<file path="src/logic/dt_pkg.sv">
// What this block does
// RULE1 - Reload mode counts low byte, high reloads.
// RULE2 - Low rollover sets flag, reloads from high.
// RULE3 - Flag raises interrupt only when enabled.
// RULE4 - Reload never alters the reload byte.
// RULE5 - Software preloads count before enabling timer.
// RULE6 - Second timer reloads exactly like first.
// RULE7 - Count needs run bit, plus gate level.
// RULE8 - Mode bit 7: second timer gate select.
// RULE9 - Mode bit 6: second timer pin source.
// RULE10 - Bits 5:4: second timer mode select.
// RULE11 - Mode bit 3: first timer gate select.
// RULE12 - Mode bit 2: first timer pin source.
// RULE13 - Bits 1:0: first mode, 11 splits.
// RULE14 - Synchronise pins; falling edge from samples.
// RULE15 - Software byte writes win over reloads.
package dt_pkg;
  localparam int ADDR_W = 8;
  localparam int DATA_W = 32;
  localparam logic [7:0] OFF_MODE = 8'h00;
  localparam logic [7:0] OFF_CTRL = 8'h04;
  localparam logic [7:0] OFF_IRQCFG = 8'h08;
  localparam logic [7:0] OFF_CLKCTL = 8'h0C;
  localparam logic [7:0] OFF_FIRST_LOW = 8'h10;
  localparam logic [7:0] OFF_FIRST_HIGH = 8'h14;
  localparam logic [7:0] OFF_SECOND_LOW = 8'h18;
  localparam logic [7:0] OFF_SECOND_HIGH = 8'h1C;
  localparam logic [7:0] OFF_STATUS = 8'h20;
  localparam logic [7:0] OFF_CLEAR = 8'h24;
  localparam logic [7:0] OFF_ENABLE = 8'h28;
  localparam int SECOND_GATE_SELECT_BIT = 7;
  localparam int CT1_BIT = 6;
  localparam int MODE1_LSB = 4;
  localparam int FIRST_GATE_SELECT_BIT = 3;
  localparam int CT0_BIT = 2;
  localparam int MODE0_LSB = 0;
  localparam int RUN0_BIT = 0;
  localparam int RUN1_BIT = 1;
  localparam logic [1:0] MODE_13BIT = 2'h0;
  localparam logic [1:0] MODE_16BIT = 2'h1;
  localparam logic [1:0] MODE_RELOAD = 2'h2;
  localparam logic [1:0] MODE_SPLIT = 2'h3;
  localparam logic [7:0] BYTE_RESET = 8'h00;
  localparam logic [7:0] BYTE_MAX = 8'hFF;
  localparam logic [4:0] LOW13_MAX = 5'h1F;
  localparam logic [1:0] FLAG_RESET = 2'h0;
  localparam logic [3:0] PRESC_LAST = 4'hB;
  localparam logic [3:0] PRESC_RESET = 4'h0;
  localparam logic [1:0] RESP_OKAY = 2'h0;
  localparam logic [1:0] RESP_SLVERR = 2'h2;
endpackage : dt_pkg

</file>
<file path="src/logic/dt_ctl_if.sv">
`timescale 1ns/1ps
interface dt_ctl_if;
  logic run;
  logic gateSel;
  logic gateOn;
  logic ctSel;
  logic [1:0] mode;
  logic tick;
  logic pinFall;
  logic splitRun;
  logic wrLow;
  logic wrHigh;
  logic [7:0] wdata;
  logic [7:0] low;
  logic [7:0] high;
  logic ovf;
  logic hiOvf;
  modport unit (
    input run, gateSel, gateOn, ctSel, mode, tick, pinFall, splitRun,
    input wrLow, wrHigh, wdata,
    output low, high, ovf, hiOvf
  );
  modport ctrl (
    output run, gateSel, gateOn, ctSel, mode, tick, pinFall, splitRun,
    output wrLow, wrHigh, wdata,
    input low, high, ovf, hiOvf
  );
endinterface : dt_ctl_if

</file>
<file path="src/logic/dt_timer_unit.sv">
`timescale 1ns/1ps
module dt_timer_unit #(
  parameter bit CAN_SPLIT = 1'b0
) (
  // Clock and reset.
  input wire logic ref_clk,
  input wire logic rst_n,
  // Control and count bytes.
  dt_ctl_if.unit ctl
);
  import dt_pkg::*;

  logic [7:0] next_low;
  logic [7:0] next_high;
  logic next_ovf;
  logic next_hiOvf;
  logic step;

  always_comb begin
    next_low = ctl.low;
    next_high = ctl.high;
    next_ovf = 1'b0;
    next_hiOvf = 1'b0;
    // A pin event counts only while run and gate allow it.
    step = ctl.run && (!ctl.gateSel || ctl.gateOn) &&
      (ctl.ctSel ? ctl.pinFall : ctl.tick); // see RULE7
    case (ctl.mode)
      MODE_13BIT: begin
        if (step) begin
          next_low[4:0] = ctl.low[4:0] + 5'h01;
          if (ctl.low[4:0] == LOW13_MAX) begin
            next_high = ctl.high + 8'h01;
            next_ovf = (ctl.high == BYTE_MAX);
          end
        end
      end
      MODE_16BIT: begin
        if (step) begin
          {next_high, next_low} = {ctl.high, ctl.low} + 16'h0001;
          next_ovf = (ctl.high == BYTE_MAX) && (ctl.low == BYTE_MAX);
        end
      end
      MODE_RELOAD: begin
        if (step) begin // see RULE1
          if (ctl.low == BYTE_MAX) begin
            next_low = ctl.high; // see RULE2
            next_ovf = 1'b1; // see RULE2
          end else begin
            next_low = ctl.low + 8'h01;
          end
        end
      end
      default: begin
        // The second timer simply holds in this mode.
        if (CAN_SPLIT) begin
          if (step) begin
            next_low = ctl.low + 8'h01;
            next_ovf = (ctl.low == BYTE_MAX);
          end
          if (ctl.splitRun && ctl.tick) begin
            next_high = ctl.high + 8'h01;
            next_hiOvf = (ctl.high == BYTE_MAX);
          end
        end
      end
    endcase
    // The reload byte is only ever written by software.
    if (ctl.wrLow) begin
      next_low = ctl.wdata; // see RULE15
    end
    if (ctl.wrHigh) begin
      next_high = ctl.wdata; // see RULE4
    end
  end

  always_ff @(posedge ref_clk or negedge rst_n) begin
    if (!rst_n) begin
      ctl.low <= BYTE_RESET;
      ctl.high <= BYTE_RESET;
      ctl.ovf <= 1'b0;
      ctl.hiOvf <= 1'b0;
    end else begin
      ctl.low <= next_low;
      ctl.high <= next_high;
      ctl.ovf <= next_ovf;
      ctl.hiOvf <= next_hiOvf;
    end
  end
endmodule : dt_timer_unit

</file>
<file path="src/logic/dt_top.sv">
// The AXI4-Lite register port and the address map are this design's own decisions.
`timescale 1ns/1ps
module dt_top (
  // Clock and reset.
  input wire logic ref_clk,
  input wire logic rst_n,
  // AXI4-Lite write address and data.
  input wire logic s_axi_awvalid,
  output logic s_axi_awready,
  input wire logic [dt_pkg::ADDR_W-1:0] s_axi_awaddr,
  input wire logic [2:0] s_axi_awprot,
  input wire logic s_axi_wvalid,
  output logic s_axi_wready,
  input wire logic [dt_pkg::DATA_W-1:0] s_axi_wdata,
  input wire logic [3:0] s_axi_wstrb,
  // AXI4-Lite write response.
  output logic s_axi_bvalid,
  input wire logic s_axi_bready,
  output logic [1:0] s_axi_bresp,
  // AXI4-Lite read.
  input wire logic s_axi_arvalid,
  output logic s_axi_arready,
  input wire logic [dt_pkg::ADDR_W-1:0] s_axi_araddr,
  input wire logic [2:0] s_axi_arprot,
  output logic s_axi_rvalid,
  input wire logic s_axi_rready,
  output logic [dt_pkg::DATA_W-1:0] s_axi_rdata,
  output logic [1:0] s_axi_rresp,
  // External pins.
  input wire logic firstCountPin,
  input wire logic secondCountPin,
  input wire logic firstExtIrqInput,
  input wire logic secondExtIrqInput,
  // Interrupt.
  output logic irq
);
  import dt_pkg::*;

  dt_ctl_if ctl0 ();
  dt_ctl_if ctl1 ();

  // Bus slave state.
  logic awHeld;
  logic wHeld;
  logic [ADDR_W-1:0] awAddr;
  logic [7:0] wData;
  logic wLane;
  logic [1:0] bresp;
  logic bvalid;
  logic rvalid;
  logic [7:0] rdata;
  logic [1:0] rresp;
  logic next_awHeld;
  logic next_wHeld;
  logic [ADDR_W-1:0] next_awAddr;
  logic [7:0] next_wData;
  logic next_wLane;
  logic [1:0] next_bresp;
  logic next_bvalid;
  logic next_rvalid;
  logic [7:0] next_rdata;
  logic [1:0] next_rresp;

  // Software registers.
  logic [7:0] timerPairMode;
  logic [1:0] timerControlReg;
  logic [1:0] extIrqConfigReg;
  logic [1:0] clockControlReg;
  logic [1:0] irqStatus;
  logic [1:0] irqEnable;
  logic [7:0] next_timerPairMode;
  logic [1:0] next_timerControlReg;
  logic [1:0] next_extIrqConfigReg;
  logic [1:0] next_clockControlReg;
  logic [1:0] next_irqStatus;
  logic [1:0] next_irqEnable;
  logic [1:0] clrBits;
  logic [1:0] setBits;

  // Pin sampling and prescaler.
  logic [3:0] pinMeta;
  logic [3:0] pinSync;
  logic [3:0] pinPrev;
  logic [3:0] next_pinPrev;
  logic [3:0] presc;
  logic [3:0] next_presc;
  logic prescTick;
  logic doWrite;

  dt_timer_unit #(
    .CAN_SPLIT(1'b1)
  ) u_first (
    .ref_clk(ref_clk),
    .rst_n(rst_n),
    .ctl(ctl0.unit)
  );

  dt_timer_unit #(
    .CAN_SPLIT(1'b0)
  ) u_second (
    .ref_clk(ref_clk),
    .rst_n(rst_n),
    .ctl(ctl1.unit)
  );

  assign s_axi_awready = !awHeld;
  assign s_axi_wready = !wHeld;
  assign s_axi_bvalid = bvalid;
  assign s_axi_bresp = bresp;
  assign s_axi_arready = !rvalid;
  assign s_axi_rvalid = rvalid;
  assign s_axi_rdata = {24'h000000, rdata};
  assign s_axi_rresp = rresp;
  assign irq = |(irqStatus & irqEnable); // see RULE3

  // Pins: bit 0/1 count pins, bit 2/3 external interrupt inputs.
  always_comb begin
    next_pinPrev = pinSync;
    next_presc = (presc == PRESC_LAST) ? PRESC_RESET : presc + 4'h1;
    prescTick = (presc == PRESC_LAST);
  end

  always_ff @(posedge ref_clk or negedge rst_n) begin
    if (!rst_n) begin
      pinMeta <= 4'h0;
      pinSync <= 4'h0;
      pinPrev <= 4'h0;
      presc <= PRESC_RESET;
    end else begin
      pinMeta <= {secondExtIrqInput, firstExtIrqInput,
        secondCountPin, firstCountPin}; // see RULE14
      pinSync <= pinMeta;
      pinPrev <= next_pinPrev;
      presc <= next_presc;
    end
  end

  // Falling edges come from two settled samples, never the first stage.
  assign ctl0.pinFall = pinPrev[0] && !pinSync[0]; // see RULE14
  assign ctl1.pinFall = pinPrev[1] && !pinSync[1]; // see RULE14
  assign ctl0.gateOn = extIrqConfigReg[0] ? pinSync[2] : !pinSync[2];
  assign ctl1.gateOn = extIrqConfigReg[1] ? pinSync[3] : !pinSync[3];
  assign ctl0.run = timerControlReg[RUN0_BIT]; // see RULE7
  assign ctl1.run = timerControlReg[RUN1_BIT]; // see RULE6
  assign ctl0.gateSel = timerPairMode[FIRST_GATE_SELECT_BIT]; // see RULE11
  assign ctl1.gateSel = timerPairMode[SECOND_GATE_SELECT_BIT]; // see RULE8
  assign ctl0.ctSel = timerPairMode[CT0_BIT]; // see RULE12
  assign ctl1.ctSel = timerPairMode[CT1_BIT]; // see RULE9
  assign ctl0.mode = timerPairMode[MODE0_LSB +: 2]; // see RULE13
  assign ctl1.mode = timerPairMode[MODE1_LSB +: 2]; // see RULE10
  assign ctl0.tick = clockControlReg[0] || prescTick;
  assign ctl1.tick = clockControlReg[1] || prescTick;
  // In split mode the first high byte borrows the second run bit.
  assign ctl0.splitRun = timerControlReg[RUN1_BIT];
  assign ctl1.splitRun = 1'b0;
  assign ctl0.wdata = wData;
  assign ctl1.wdata = wData;

  // The split high byte shares the second timer's flag.
  assign setBits = {ctl1.ovf || ctl0.hiOvf, ctl0.ovf};

  always_comb begin
    next_awHeld = awHeld;
    next_wHeld = wHeld;
    next_awAddr = awAddr;
    next_wData = wData;
    next_wLane = wLane;
    next_bvalid = bvalid;
    next_bresp = bresp;
    next_rvalid = rvalid;
    next_rdata = rdata;
    next_rresp = rresp;
    next_timerPairMode = timerPairMode;
    next_timerControlReg = timerControlReg;
    next_extIrqConfigReg = extIrqConfigReg;
    next_clockControlReg = clockControlReg;
    next_irqEnable = irqEnable;
    clrBits = 2'h0;
    ctl0.wrLow = 1'b0;
    ctl0.wrHigh = 1'b0;
    ctl1.wrLow = 1'b0;
    ctl1.wrHigh = 1'b0;
    doWrite = awHeld && wHeld && !bvalid;
    if (s_axi_awvalid && !awHeld) begin
      next_awHeld = 1'b1;
      next_awAddr = s_axi_awaddr;
    end
    if (s_axi_wvalid && !wHeld) begin
      next_wHeld = 1'b1;
      next_wData = s_axi_wdata[7:0];
      next_wLane = s_axi_wstrb[0];
    end
    if (doWrite) begin
      next_awHeld = 1'b0;
      next_wHeld = 1'b0;
      next_bvalid = 1'b1;
      next_bresp = RESP_OKAY;
      if (awAddr == OFF_MODE) begin
        if (wLane) next_timerPairMode = wData;
      end else if (awAddr == OFF_CTRL) begin
        if (wLane) next_timerControlReg = wData[1:0];
      end else if (awAddr == OFF_IRQCFG) begin
        if (wLane) next_extIrqConfigReg = wData[1:0];
      end else if (awAddr == OFF_CLKCTL) begin
        if (wLane) next_clockControlReg = wData[1:0];
      end else if (awAddr == OFF_FIRST_LOW) begin
        ctl0.wrLow = wLane; // see RULE5
      end else if (awAddr == OFF_FIRST_HIGH) begin
        ctl0.wrHigh = wLane;
      end else if (awAddr == OFF_SECOND_LOW) begin
        ctl1.wrLow = wLane;
      end else if (awAddr == OFF_SECOND_HIGH) begin
        ctl1.wrHigh = wLane;
      end else if (awAddr == OFF_STATUS) begin
        next_bresp = RESP_OKAY;
      end else if (awAddr == OFF_CLEAR) begin
        if (wLane) clrBits = wData[1:0];
      end else if (awAddr == OFF_ENABLE) begin
        if (wLane) next_irqEnable = wData[1:0];
      end else begin
        next_bresp = RESP_SLVERR;
      end
    end
    if (bvalid && s_axi_bready) begin
      next_bvalid = 1'b0;
    end
    if (rvalid && s_axi_rready) begin
      next_rvalid = 1'b0;
    end
    if (s_axi_arvalid && !rvalid) begin
      next_rvalid = 1'b1;
      next_rresp = RESP_OKAY;
      next_rdata = 8'h00;
      if (s_axi_araddr == OFF_MODE) begin
        next_rdata = timerPairMode;
      end else if (s_axi_araddr == OFF_CTRL) begin
        next_rdata = {6'h00, timerControlReg};
      end else if (s_axi_araddr == OFF_IRQCFG) begin
        next_rdata = {6'h00, extIrqConfigReg};
      end else if (s_axi_araddr == OFF_CLKCTL) begin
        next_rdata = {6'h00, clockControlReg};
      end else if (s_axi_araddr == OFF_FIRST_LOW) begin
        next_rdata = ctl0.low;
      end else if (s_axi_araddr == OFF_FIRST_HIGH) begin
        next_rdata = ctl0.high;
      end else if (s_axi_araddr == OFF_SECOND_LOW) begin
        next_rdata = ctl1.low;
      end else if (s_axi_araddr == OFF_SECOND_HIGH) begin
        next_rdata = ctl1.high;
      end else if (s_axi_araddr == OFF_STATUS) begin
        next_rdata = {6'h00, irqStatus};
      end else if (s_axi_araddr == OFF_CLEAR) begin
        next_rdata = 8'h00;
      end else if (s_axi_araddr == OFF_ENABLE) begin
        next_rdata = {6'h00, irqEnable};
      end else begin
        next_rresp = RESP_SLVERR;
      end
    end
    // A new overflow in the clearing cycle keeps its flag.
    next_irqStatus = (irqStatus & ~clrBits) | setBits; // see RULE2
  end

  always_ff @(posedge ref_clk or negedge rst_n) begin
    if (!rst_n) begin
      awHeld <= 1'b0;
      wHeld <= 1'b0;
      awAddr <= '0;
      wData <= BYTE_RESET;
      wLane <= 1'b0;
      bvalid <= 1'b0;
      bresp <= RESP_OKAY;
      rvalid <= 1'b0;
      rdata <= BYTE_RESET;
      rresp <= RESP_OKAY;
      timerPairMode <= BYTE_RESET;
      timerControlReg <= FLAG_RESET;
      extIrqConfigReg <= FLAG_RESET;
      clockControlReg <= FLAG_RESET;
      irqStatus <= FLAG_RESET;
      irqEnable <= FLAG_RESET;
    end else begin
      awHeld <= next_awHeld;
      wHeld <= next_wHeld;
      awAddr <= next_awAddr;
      wData <= next_wData;
      wLane <= next_wLane;
      bvalid <= next_bvalid;
      bresp <= next_bresp;
      rvalid <= next_rvalid;
      rdata <= next_rdata;
      rresp <= next_rresp;
      timerPairMode <= next_timerPairMode;
      timerControlReg <= next_timerControlReg;
      extIrqConfigReg <= next_extIrqConfigReg;
      clockControlReg <= next_clockControlReg;
      irqStatus <= next_irqStatus;
      irqEnable <= next_irqEnable;
    end
  end
endmodule : dt_top
</file>
<file path="config.mk">
export PLATFORM = sky130hd
export DESIGN_NAME = dt_top
export DESIGN_NICKNAME = d
export VERILOG_FILES = /design/src/logic/dt_pkg.sv /design/src/logic/dt_ctl_if.sv /design/src/logic/dt_timer_unit.sv /design/src/logic/dt_top.sv
export SDC_FILE = /design/constraint.sdc
export NUM_CORES = 1
export LEC_CHECK = 0
export ABC_AREA = 1
export ABC_CLOCK_PERIOD_IN_PS = 2500
export BUFFER_PORTS_ARGS = -buffer_cell sky130_fd_sc_hd__buf_2
export CAP_MARGIN = 10
export CORE_AREA = 3 3 111 113
export CTS_BUF_LIST = sky130_fd_sc_hd__clkbuf_8
export CTS_CLUSTER_SIZE = 30
export DETAILED_ROUTE_END_ITERATION = 10
export DIE_AREA = 0 0 114 116
export PLACE_DENSITY = 0.81
export SYNTH_ARGS = -nofsm -noshare
export SYNTH_HDL_FRONTEND = slang
export SYNTH_HIERARCHICAL = 1
export SYNTH_SLANG_ARGS = --single-unit
</file>
<file path="constraint.sdc">
create_clock -name ref_clk -period 2.5 [get_ports ref_clk]
set_input_delay 0.5 -clock ref_clk [delete_from_list [all_inputs] [get_ports ref_clk]]
set_output_delay 0.5 -clock ref_clk [all_outputs]
set_load 0.03 [all_outputs]
</file>
==> load_flow_metrics.sql, run 1 <==
INSERT INTO impl_metrics (metric_group, metric, value, unit) VALUES
('run_status', 'outcome', 'complete, no violations', ''),
('floorplan', 'coreArea', '11400', 'um^2'),
('pwr', 'power_report.internal_total', '2830', 'uW'),
('clocking', 'cts_sinks', '98', ''),
('global_route', 'number_of_global_route_vias_before_repair', '5607', ''),
('routing', 'routed_wirelength', '16.4', 'mm'),
('worst_setup_path', 'worst-endpoint-arrival', '2.50', 'ns'),
('floorplan', 'fp.dieArea', '13200', 'um^2'),
('global_route', 'first_pass_grt_wire_length', '27.0', 'mm'),
('clocking', 'cts_hold_buffers', '0', ''),
('sta', 'finalHoldWorstSlack', '0.0800', 'ns'),
('clocking', 'ctsHtreeMaxLevel', '3', ''),
('place', 'port_buffers', '51', ''),
('yosys', 'mappedNetlistArea', '6660', 'um^2'),
('routing', 'drtIter0Drc', '587', ''),
('sta', 'number_of_setup_violations_in_the_final_report', '0', ''),
('sta', 'timing.clock.skew', '0.0101', 'ns'),
('routing', 'post_drt_wl_per_cell', '14.2', 'um'),
('sta', 'max_slew_margin_vs_limit', '0.648', ''),
('sta', 'finalSetupTns', '0', 'ns'),
('floorplan', 'chipWidth', '114', 'um'),
('worst_setup_path', 'worstSetupPathType', 'flop to flop', ''),
('routing', 'routed-via-count', '6169', ''),
('pwr', 'seq_power_share', '0.497', ''),
('sta', 'period_needed', '2.17', 'ns'),
('pwr', 'sw_power', '2110', 'uW'),
('sta', 'finalHoldViolations', '0', ''),
('cells_and_area', 'antennaDiodeCount', '0', ''),
('clocking', 'cts-root-to-sink-buffers', '2', ''),
('place', 'dp_hpwl', '12.5', 'mm'),
('floorplan', 'initial_core_utilization', '0.583', ''),
('routing', 'first_pass_iters', '6', ''),
('job', 'drv.max_cap_violation_count', '0', ''),
('worst_setup_path', 'startpoint_type', 'flop', ''),
('clocking', 'post_cts.repair.setup_buffers', '0', ''),
('clocking', 'clockRootBuffer', 'sky130_fd_sc_hd__clkbuf_8', ''),
('pwr', 'peakVddDrop', '0.641', 'mV'),
('sta', 'grt_setup_unrepaired', 'no', ''),
('clocking', 'cts_buffers', '9', ''),
('cells_and_area', 'drive_above_1_share', '0.157', ''),
('routing', 'number_of_nets_still_failing_antenna_checks_after_routing', '0', ''),
('clocking', 'cts_tree', 'done', ''),
('pwr', 'power_density', '687', 'nW/um^2'),
('yosys', 'synthesized_area_per_cell', '7.04', 'um^2'),
('sta', 'fin_crit_sh', '0.869', ''),
('clocking', 'postCtsResizedCells', '0', ''),
('yosys', 'netlist_instances', '945', ''),
('yosys', 'synthesis.yosys.warnings', '6', ''),
('hold_path', 'min-delay-path-class', 'input port to asynchronous set/reset pin', ''),
('global_route', 'global_route.overflow_total', '0', ''),
('pwr', 'power.share.switching', '0.428', ''),
('global_route', 'antenna_found_initial', '0', ''),
('pwr', 'total_leakage_power', '0.00372', 'uW'),
('sta', 'maxSlewViolCount', '0', ''),
('cells_and_area', 'finalNetCount', '1089', ''),
('sta', 'worst-slew-pin-transition', '0.529', 'ns'),
('floorplan', 'boundaryPins', '111', ''),
('routing', 'detail_route.drc_violations', '0', ''),
('worst_setup_path', 'critical_path_peak_fanout', '10', ''),
('global_route', 'grt_use_total', '0.258', ''),
('pwr', 'share_clk_of_total_power', '0.201', ''),
('cells_and_area', 'finish.utilization', '0.630', ''),
('pwr', 'combPwrFrac', '0.302', ''),
('sta', 'achievable-frequency', '460', 'MHz'),
('floorplan', 'num_rows', '39', ''),
('worst_setup_path', 'timing.critical_path.to_type', 'flop', ''),
('clocking', 'cts.reportedPaths.clkPinSlew', '0.09', 'ns'),
('global_route', 'grt_start_max_net_pins', '41', ''),
('place', 'gp_routability_congestion', '0.963', ''),
('worst_setup_path', 'crit_required', '2.83', 'ns'),
('floorplan', 'floorplan.die.height', '116', 'um'),
('cells_and_area', 'synthToLayoutAreaGrowth', '8.05', '%'),
('routing', 'via_per_inst', '5.36', ''),
('clocking', 'clk-insertion-delay-late', '0.39', 'ns');
==> critical path, stage by stage (launching register included) <==
cell and delay (ns):
sky130_fd_sc_hd__dfrtp_1 0.43, sky130_fd_sc_hd__nor3_4 0.25, sky130_fd_sc_hd__nand2_2 0.11, sky130_fd_sc_hd__nor2_2 0.21, sky130_fd_sc_hd__inv_2 0.05, sky130_fd_sc_hd__nor2_1 0.11, sky130_fd_sc_hd__nand3_2 0.08, sky130_fd_sc_hd__nor2_1 0.24
sky130_fd_sc_hd__inv_1 0.12, sky130_fd_sc_hd__nand3_1 0.13, sky130_fd_sc_hd__nand2_2 0.15, sky130_fd_sc_hd__nor2_1 0.13, sky130_fd_sc_hd__nand2_1 0.06, sky130_fd_sc_hd__nand2_1 0.05
==> flip-flops by register name, indices dropped and copies added (netlist names), 4 cells and up <==
| signal | flops |
|---|---|
| awAddr | 8 |
| ctl0.wdata | 8 |
| next_pinPrev | 4 |
| pinMeta | 4 |
| presc | 4 |
| rdata | 8 |
| timerPairMode | 8 |
| u_first/ctl.high | 8 |
| u_first/ctl.low | 8 |
| u_second/ctl.high | 8 |
| u_second/ctl.low | 8 |
==> power groups by stage <==
stage          registers, uW  logic (uW)  clock network, uW
5_1_grt                 2490        1690               1080
6_report                2460        1490                994
4_1_cts                 2440        1490               1020
3_3_place_gp            2470        1450                  0
3_5_place_dp            2470        1480                  0
2_1_floorplan           2310        1120                  0
==> cell type report <==
| class | instances | area (um^2) |
|---|---|---|
| fillers | 1045 | 4230 |
| multi-input cells | 711 | 3570 |
| flip-flops and latches | 98 | 2450 |
| inverters | 124 | 470 |
| repair buffers | 60 | 338 |
| well taps | 143 | 179 |
| clock buffers | 10 | 138 |
| clock inverters | 6 | 46.3 |
==> through the flow <==
step / power, uW / instances / worst slack [ns] / area, um^2
floorplan: 3430 / 970 / 0.288 / 6750
global placement: 3920 / 1136 / 0.317 / 7000
detailed placement: 3960 / 1136 / 0.284 / 7000
CTS: 4950 / 1152 / 0.244 / 7190
global route: 5250 / 1152 / 0.0856 / 7190
finish: 4940 / 1152 / 0.328 / 7190
==> placed cells by master, fill, tap and decap left out, types with 9 or more instances in the layout <==
cell and count:
sky130_fd_sc_hd__inv_2 19, sky130_fd_sc_hd__nand2_2 9, sky130_fd_sc_hd__nor2_4 10, sky130_fd_sc_hd__inv_1 101, sky130_fd_sc_hd__a21oi_1 41, sky130_fd_sc_hd__conb_1 26, sky130_fd_sc_hd__o21ai_1 14, sky130_fd_sc_hd__o21ai_0 23
sky130_fd_sc_hd__nand2_1 282, sky130_fd_sc_hd__dfrtp_1 98, sky130_fd_sc_hd__nor2_1 103, sky130_fd_sc_hd__buf_2 50, sky130_fd_sc_hd__nand4_1 10, sky130_fd_sc_hd__nand3_1 99, sky130_fd_sc_hd__buf_4 9, sky130_fd_sc_hd__clkbuf_8 10
sky130_fd_sc_hd__nor3_1 9, sky130_fd_sc_hd__ha_1 16
==> worst paths after layout <==
kind                                    from                   to  slack, ns  cells past startpoint
max                             s_axi_bvalid  u_second/ctl.low[3]       0.33                     13
min in group ref_clk       secondExtIrqInput           pinMeta[3]       0.21                      1
max reg2reg                     s_axi_bvalid  u_second/ctl.low[3]       0.33                     13
min                                    rst_n            awAddr[6]       0.08                      1
max in group asynchronous              rst_n  u_first/ctl.high[1]       1.63                      2
min reg2reg                       pinMeta[3]      next_pinPrev[3]       0.36                      0
==> per-layer routing <==
layer / vias to the layer above / wire [um] / track usage
met5: - / 0 / 0
met4: 0 / 390 / 0.0808
met3: 29 / 1210 / 0.0569
met2: 250 / 7380 / 0.405
met1: 2813 / 7420 / 0.359
li1: 3077 / - / -
Note: power is estimated with default switching activity, not from simulation.
==> run 2: changes to the inputs <==
- BUFFER_PORTS_ARGS: -buffer_cell sky130_fd_sc_hd__buf_2 -> not set
- CORE_AREA: 3 3 111 113 -> 2 2 109 111
- DIE_AREA: 0 0 114 116 -> 0 0 111 113
- DONT_BUFFER_PORTS: not set -> 1
- PLACE_DENSITY: 0.81 -> 0.74
==> run 2 against run 1 <==
Compared with the run above: the flow now finishes with violations (negative hold slack); count of clock-buffer cells in the layout down 1; flip-flop and latch count stayed put; die area is 5.1% lower; critical path type unchanged; core utilization decreased by 1.2 points; non-clock buffer count decreased by 50; power increased by 1.2%; register-to-register slack worse by 0.05 ns; sequential share of layout area increased by 1.1 points; worst setup slack lost 0.049 ns; highest routed layer unchanged; critical path depth rose by 2.
==> load_flow_metrics.sql, run 2 (same netlist as run 1, synthesis figures left out) <==
INSERT INTO impl_metrics (metric_group, metric, value, unit) VALUES
('cells_and_area', 'stdcell_count', '1102', ''),
('floorplan', 'num_rows', '39', ''),
('place', 'gp_routability_congestion', '0.943', ''),
('cells_and_area', 'finish.utilization', '0.618', ''),
('clocking', 'clockRootBuffer', 'sky130_fd_sc_hd__clkbuf_8', ''),
('sta', 'max_slew_margin_vs_limit', '0.643', ''),
('cells_and_area', 'layout_common_cells', 'sky130_fd_sc_hd__nand2_1, sky130_fd_sc_hd__nor2_1, sky130_fd_sc_hd__inv_1, sky130_fd_sc_hd__nand3_1, sky130_fd_sc_hd__dfrtp_1', ''),
('routing', 'detail_route.drc_violations', '0', ''),
('routing', 'via_per_inst', '5.36', ''),
('global_route', 'first_pass_grt_wire_length', '26.9', 'mm'),
('worst_setup_path', 'critical_path_peak_fanout', '10', ''),
('pwr', 'peakVddDrop', '0.728', 'mV'),
('clocking', 'cts_sinks', '98', ''),
('cells_and_area', 'finalNetCount', '1039', ''),
('sta', 'grt_setup_unrepaired', 'no', ''),
('cells_and_area', 'antennaDiodeCount', '0', ''),
('floorplan', 'floorplan.die.height', '113', 'um'),
('worst_setup_path', 'timing.critical_path.to_type', 'flop', ''),
('routing', 'post_drt_wl_per_cell', '14.9', 'um'),
('global_route', 'grt_start_max_net_pins', '99', ''),
('sta', 'finalHoldViolations', '98', ''),
('floorplan', 'boundaryPins', '111', ''),
('sta', 'number_of_setup_violations_in_the_final_report', '0', ''),
('place', 'placed_cells_incl_taps', '1086', ''),
('cells_and_area', 'drive_above_1_share', '0.113', ''),
('run_status', 'outcome', 'finished with violations', ''),
('worst_setup_path', 'startpoint_type', 'flop', ''),
('hold_path', 'min-delay-path-class', 'input port to asynchronous set/reset pin', ''),
('job', 'drv.max_cap_violation_count', '0', ''),
('cells_and_area', 'final_common_cell', 'sky130_fd_sc_hd__nand2_1', ''),
('global_route', 'antenna_found_initial', '0', ''),
('clocking', 'cts-root-to-sink-buffers', '2', ''),
('floorplan', 'fp.dieArea', '12500', 'um^2'),
('sta', 'achievable-frequency', '450', 'MHz'),
('pwr', 'power_density', '718', 'nW/um^2'),
('worst_setup_path', 'worst-endpoint-arrival', '2.51', 'ns'),
('sta', 'finalHoldWorstSlack', '-0.213', 'ns'),
('sta', 'fin_crit_sh', '0.889', ''),
('pwr', 'total_leakage_power', '0.00353', 'uW'),
('global_route', 'grt_use_total', '0.271', ''),
('routing', 'number_of_nets_still_failing_antenna_checks_after_routing', '0', ''),
('floorplan', 'coreArea', '11300', 'um^2'),
('worst_setup_path', 'crit_required', '2.79', 'ns'),
('place', 'port_buffers', '0', ''),
('routing', 'first_pass_iters', '5', ''),
('worst_setup_path', 'worstSetupPathType', 'flop to flop', ''),
('place', 'preCtsSetupSlack', '0.272', 'ns'),
('clocking', 'cts_tree', 'done', ''),
('routing', 'drtIter0Drc', '487', ''),
('clocking', 'cts.reportedPaths.clkPinSlew', '0.10', 'ns'),
('clocking', 'clk-insertion-delay-late', '0.40', 'ns'),
('routing', 'routed-via-count', '5905', ''),
('floorplan', 'chipWidth', '111', 'um'),
('cells_and_area', 'synthToLayoutAreaGrowth', '4.61', '%'),
('floorplan', 'initial_core_utilization', '0.590', ''),
('sta', 'period_needed', '2.22', 'ns'),
('run_status', 'failed_checks', 'negative hold slack', ''),
('global_route', 'number_of_global_route_vias_before_repair', '5406', ''),
('sta', 'worst-slew-pin-transition', '0.535', 'ns'),
('global_route', 'global_route.overflow_total', '0', ''),
('cells_and_area', 'nFillCells', '1077', ''),
('clocking', 'ctsHtreeMaxLevel', '3', ''),
('routing', 'routed_wirelength', '16.5', 'mm'),
('sta', 'final_ws_setup', '0.279', 'ns'),
('place', 'dp_hpwl', '12.2', 'mm'),
('clocking', 'cts_buffers', '9', ''),
('sta', 'finalSetupTns', '0', 'ns'),
('sta', 'maxSlewViolCount', '0', ''),
('sta', 'timing.clock.skew', '0.0114', 'ns');
[run 2: cell types whose count changed in the layout (fill, tap and decap cells not counted), sizes merged]
| cell | previous run | this run |
|---|---|---|
| clkbuf | 10 | 9 |
| bufinv | 0 | 1 |
| inv | 123 | 124 |
| clkinvlp | 2 | 1 |
| buf | 60 | 10 |
[run 2: repair_timing]
item / 4_1_cts / 5_1_grt
setup buffers: 0 / 0
endpoints found under the hold margin: 98 / 98
endpoints found under the setup margin: 0 / 1
resized for setup: 0 / 1
[run 2: area by class of cell]
cell class                      count  area [um^2]  share of cell area
Multi-Input combinational cell    711         3570               0.512
Sequential cell                    98         2450               0.352
Inverter                          124          470              0.0676
Tap cell                          143          179              0.0257
Clock buffer                        9          124              0.0178
Clock inverter                      7         93.8              0.0135
Timing Repair Buffer               10         75.1              0.0108
[run 2: per-layer routing]
layer / vias to the layer above / GRT usage / share of wire
li1: 2964 / - / -
met1: 2728 / 0.382 / 0.45
met2: 181 / 0.416 / 0.44
met3: 32 / 0.0621 / 0.074
met4: 0 / 0.0942 / 0.029
met5: - / 0 / 0
[run 2: critical path: stages (launching register included)]
cell	delay [ns]
sky130_fd_sc_hd__dfrtp_1	0.39
sky130_fd_sc_hd__or2_4	0.28
sky130_fd_sc_hd__nor3_4	0.23
sky130_fd_sc_hd__inv_2	0.10
sky130_fd_sc_hd__a21oi_4	0.14
sky130_fd_sc_hd__nor2_2	0.07
sky130_fd_sc_hd__inv_2	0.06
sky130_fd_sc_hd__nor2_1	0.04
sky130_fd_sc_hd__nand3_2	0.08
sky130_fd_sc_hd__nor2_2	0.06
sky130_fd_sc_hd__nor2_1	0.13
sky130_fd_sc_hd__nand2_1	0.07
sky130_fd_sc_hd__nand2_1	0.27
sky130_fd_sc_hd__nor2_1	0.08
sky130_fd_sc_hd__nand2_1	0.08
sky130_fd_sc_hd__nand2_1	0.05
[run 2: power by group]
part | switching (uW) | internal [uW]
clock | 645 | 492
combinational | 858 | 482
sequential | 612 | 1910
total | 2110 | 2880
[run 2: metrics by stage]
| step | hold WS (ns) | total power [uW] | cell area [um^2] |
|---|---|---|---|
| 3_3_place_gp | 0.206 | 3830 | 6740 |
| 2_1_floorplan | 0.204 | 3430 | 6750 |
| 4_1_cts | -0.245 | 5020 | 6960 |
| 6_report | -0.213 | 5000 | 6960 |
| 3_5_place_dp | 0.206 | 3880 | 6740 |
| 5_1_grt | -0.253 | 5310 | 6960 |
[run 2: worst paths after layout]
check,start,depth (start not counted),slack [ns],end
max in group asynchronous,rst_n,0,2.51,u_second/ctl.low[6]
max,awAddr[7],15,0.28,u_second/ctl.low[0]
min,rst_n,0,-0.21,awAddr[6]
max reg2reg,awAddr[7],15,0.28,u_second/ctl.low[0]
min in group ref_clk,secondCountPin,0,0.11,pinMeta[1]
min reg2reg,pinMeta[0],0,0.36,next_pinPrev[0]
==> run 3: changes to the inputs <==
- CORE_AREA: 2 2 109 111 -> 5 5 112 114
- DIE_AREA: 0 0 111 113 -> 0 0 117 119
- PLACE_DENSITY: 0.74 -> 0.84
==> run 3 against run 2 <==
Compared with the run above: the flow still finishes with violations (negative hold slack); clock skew hardly changed; largest power group unchanged; worst setup slack worse by 0.018 ns; highest routed layer unchanged; critical endpoint unchanged; fmax is 0.82% lower; cell area is 0.70% lower; power is 2.8% lower; first-iteration DRC count is 49% higher; count of clock-buffer cells in the layout stayed put; core utilization is 0.70 points lower; sequential power hardly changed.
==> load_flow_metrics.sql, run 3 (same netlist as run 1, synthesis figures left out) <==
INSERT INTO impl_metrics (metric_group, metric, value, unit) VALUES
('run_status', 'outcome', 'finished with violations', ''),
('run_status', 'failed_checks', 'negative hold slack', ''),
('worst_setup_path', 'critical_path_peak_fanout', '10', ''),
('pwr', 'combPwrFrac', '0.278', ''),
('cells_and_area', 'antennaDiodeCount', '0', ''),
('pwr', 'share_clk_of_total_power', '0.202', ''),
('sta', 'achievable-frequency', '446', 'MHz'),
('pwr', 'total_power_after_layout', '4860', 'uW'),
('sta', 'finalSetupTns', '0', 'ns'),
('worst_setup_path', 'worstSetupPathType', 'flop to flop', ''),
('place', 'dp_hpwl', '12.7', 'mm'),
('pwr', 'total_leakage_power', '0.00351', 'uW'),
('clocking', 'cts_buffers', '9', ''),
('floorplan', 'chipWidth', '117', 'um'),
('clocking', 'ctsHtreeMaxLevel', '3', ''),
('sta', 'maxSlewViolCount', '0', ''),
('floorplan', 'coreArea', '11300', 'um^2'),
('routing', 'via_per_inst', '5.56', ''),
('clocking', 'cts_tree', 'done', ''),
('floorplan', 'fp.dieArea', '13900', 'um^2'),
('pwr', 'sw_power', '2100', 'uW'),
('clocking', 'cts_sinks', '98', ''),
('routing', 'drtIter0Drc', '725', ''),
('sta', 'timing.clock.skew', '0.0118', 'ns'),
('clocking', 'cts-root-to-sink-buffers', '2', ''),
('global_route', 'number_of_global_route_vias_before_repair', '5672', ''),
('hold_path', 'min-delay-path-class', 'input port to asynchronous set/reset pin', ''),
('routing', 'post_drt_wl_per_cell', '15.3', 'um'),
('cells_and_area', 'layout_common_cells', 'sky130_fd_sc_hd__nand2_1, sky130_fd_sc_hd__inv_1, sky130_fd_sc_hd__nor2_1, sky130_fd_sc_hd__nand3_1, sky130_fd_sc_hd__dfrtp_1', ''),
('routing', 'routed-via-count', '6117', ''),
('worst_setup_path', 'crit_required', '2.83', 'ns'),
('global_route', 'global_route.overflow_total', '0', ''),
('routing', 'routed_wirelength', '16.9', 'mm'),
('pwr', 'power_report.internal_total', '2760', 'uW'),
('cells_and_area', 'finalNetCount', '1038', ''),
('sta', 'finalHoldViolations', '98', ''),
('routing', 'number_of_nets_still_failing_antenna_checks_after_routing', '0', ''),
('cells_and_area', 'synthToLayoutAreaGrowth', '3.87', '%'),
('worst_setup_path', 'worstPathBufferInverterCount', '3', ''),
('worst_setup_path', 'startpoint_type', 'flop', ''),
('pwr', 'power.share.switching', '0.431', ''),
('cells_and_area', 'drive_above_1_share', '0.111', ''),
('routing', 'detail_route.drc_violations', '0', ''),
('clocking', 'clockRootBuffer', 'sky130_fd_sc_hd__clkbuf_8', ''),
('global_route', 'antenna_found_initial', '0', ''),
('worst_setup_path', 'cpMostUsedCell', 'sky130_fd_sc_hd__nand2_1', ''),
('sta', 'fin_crit_sh', '0.896', ''),
('worst_setup_path', 'path_cells', 'inv_2 -> nor3_4 -> nand2_2 -> nor2_2 -> inv_2 -> nor2_1 -> nand3_2 -> nor2_2 -> inv_1 -> nand3_1 -> nand2_1 -> nor2_1 -> nand2_1 -> nand2_1', ''),
('floorplan', 'initial_core_utilization', '0.588', ''),
('place', 'port_buffers', '0', ''),
('sta', 'number_of_setup_violations_in_the_final_report', '0', ''),
('floorplan', 'boundaryPins', '111', ''),
('cells_and_area', 'final_common_cell', 'sky130_fd_sc_hd__nand2_1', ''),
('global_route', 'grt_start_max_net_pins', '99', ''),
('worst_setup_path', 'critical_path.slowest_cell', 'sky130_fd_sc_hd__dfrtp_1', ''),
('worst_setup_path', 'worst-endpoint-arrival', '2.56', 'ns'),
('job', 'drv.max_cap_violation_count', '0', ''),
('worst_setup_path', 'timing.critical_path.to_type', 'flop', ''),
('sta', 'period_needed', '2.24', 'ns'),
('place', 'gp_routability_congestion', '0.994', ''),
('worst_setup_path', 'worst-r2r-setup-slack', '0.26', 'ns'),
('sta', 'max_slew_margin_vs_limit', '0.631', ''),
('pwr', 'seq_power_share', '0.520', ''),
('sta', 'grt_setup_unrepaired', 'no', ''),
('floorplan', 'floorplan.die.height', '119', 'um'),
('sta', 'finalHoldWorstSlack', '-0.200', 'ns'),
('floorplan', 'num_rows', '39', ''),
('worst_setup_path', 'timing.critical_path.max_delay_family', 'simple AND/OR/NAND/NOR gates', ''),
('pwr', 'peakVddDrop', '0.806', 'mV'),
('clocking', 'clk-insertion-delay-late', '0.39', 'ns'),
('pwr', 'power_density', '703', 'nW/um^2'),
('sta', 'worst-slew-pin-transition', '0.554', 'ns'),
('global_route', 'grt_use_total', '0.251', ''),
('worst_setup_path', 'cpPeakStageDelay', '0.35', 'ns'),
('global_route', 'first_pass_grt_wire_length', '27.7', 'mm'),
('routing', 'first_pass_iters', '5', ''),
('clocking', 'cts.reportedPaths.clkPinSlew', '0.10', 'ns');
[run 3: cell types whose count changed in the layout (fill, tap and decap cells not counted)]
| cell | previous run | this run |
|---|---|---|
| sky130_fd_sc_hd__clkinv_8 | 1 | 0 |
| sky130_fd_sc_hd__buf_4 | 10 | 9 |
| sky130_fd_sc_hd__inv_8 | 2 | 0 |
| sky130_fd_sc_hd__inv_6 | 2 | 4 |
| sky130_fd_sc_hd__inv_1 | 101 | 102 |
| sky130_fd_sc_hd__clkinv_2 | 0 | 1 |
| sky130_fd_sc_hd__clkinvlp_4 | 1 | 0 |
| sky130_fd_sc_hd__clkinv_4 | 1 | 2 |
| sky130_fd_sc_hd__bufinv_16 | 1 | 0 |
[run 3: final timing paths]
| kind | start | endpoint | depth (start not counted) |
|---|---|---|---|
| worst max-delay path | wHeld | u_second/ctl.low[0] | 14 |
| max in group asynchronous | rst_n | u_second/ctl.high[3] | 0 |
| min in group ref_clk | firstCountPin | pinMeta[0] | 0 |
| worst min-delay path | rst_n | wHeld | 0 |
| worst min register to register | pinMeta[2] | next_pinPrev[2] | 0 |
| worst max register to register | wHeld | u_second/ctl.low[0] | 14 |
[run 3: repair_timing]
item                                    4_1_cts  5_1_grt
resized for setup                             0        1
setup buffers                                 0        0
endpoints found under the setup margin        0        5
hold endpoints to repair                     98       98
[run 3: worst reg2reg max path: stages, from the launching register on]
cell and delay (ns):
sky130_fd_sc_hd__dfrtp_1 0.35, sky130_fd_sc_hd__inv_2 0.11, sky130_fd_sc_hd__nor3_4 0.24, sky130_fd_sc_hd__nand2_2 0.12, sky130_fd_sc_hd__nor2_2 0.23, sky130_fd_sc_hd__inv_2 0.06
sky130_fd_sc_hd__nor2_1 0.13, sky130_fd_sc_hd__nand3_2 0.09, sky130_fd_sc_hd__nor2_2 0.18, sky130_fd_sc_hd__inv_1 0.10, sky130_fd_sc_hd__nand3_1 0.09, sky130_fd_sc_hd__nand2_1 0.21
sky130_fd_sc_hd__nor2_1 0.16, sky130_fd_sc_hd__nand2_1 0.07, sky130_fd_sc_hd__nand2_1 0.05
[run 3: cell type report]
type,instances,area (um^2)
fillers,1041,4410
inverters,124,470
clock buffers,9,124
clock inverters,7,52.6
multi-input cells,711,3570
well taps,143,179
repair buffers,9,67.6
flip-flops and latches,98,2450
[run 3: power groups by stage]
stage | sequential (uW) | clock, uW | combinational (uW)
floorplan | 2310 | 0 | 1120
global placement | 2530 | 0 | 1290
detailed placement | 2550 | 0 | 1340
CTS | 2510 | 1000 | 1340
global route | 2570 | 1060 | 1520
finish | 2530 | 980 | 1350
[run 3: per-layer routing]
metal	wire (um)	vias to the layer above	GRT usage
met5	0	-	0
met4	493	0	0.0989
met3	1420	49	0.0492
met2	7900	277	0.389
met1	7050	2835	0.346
li1	-	2956	-
[run 3: metrics by stage]
step	cells	hold WS (ns)	instance area [um^2]	setup WS, ns	utilization
5_1_grt	1101	-0.229	6910	0.0645	0.611
2_1_floorplan	970	0.204	6750	0.288	-
3_5_place_dp	1085	0.206	6730	0.233	0.595
3_3_place_gp	1085	0.206	6730	0.300	0.595
4_1_cts	1101	-0.214	6910	0.199	0.610
6_report	1101	-0.200	6910	0.260	0.611
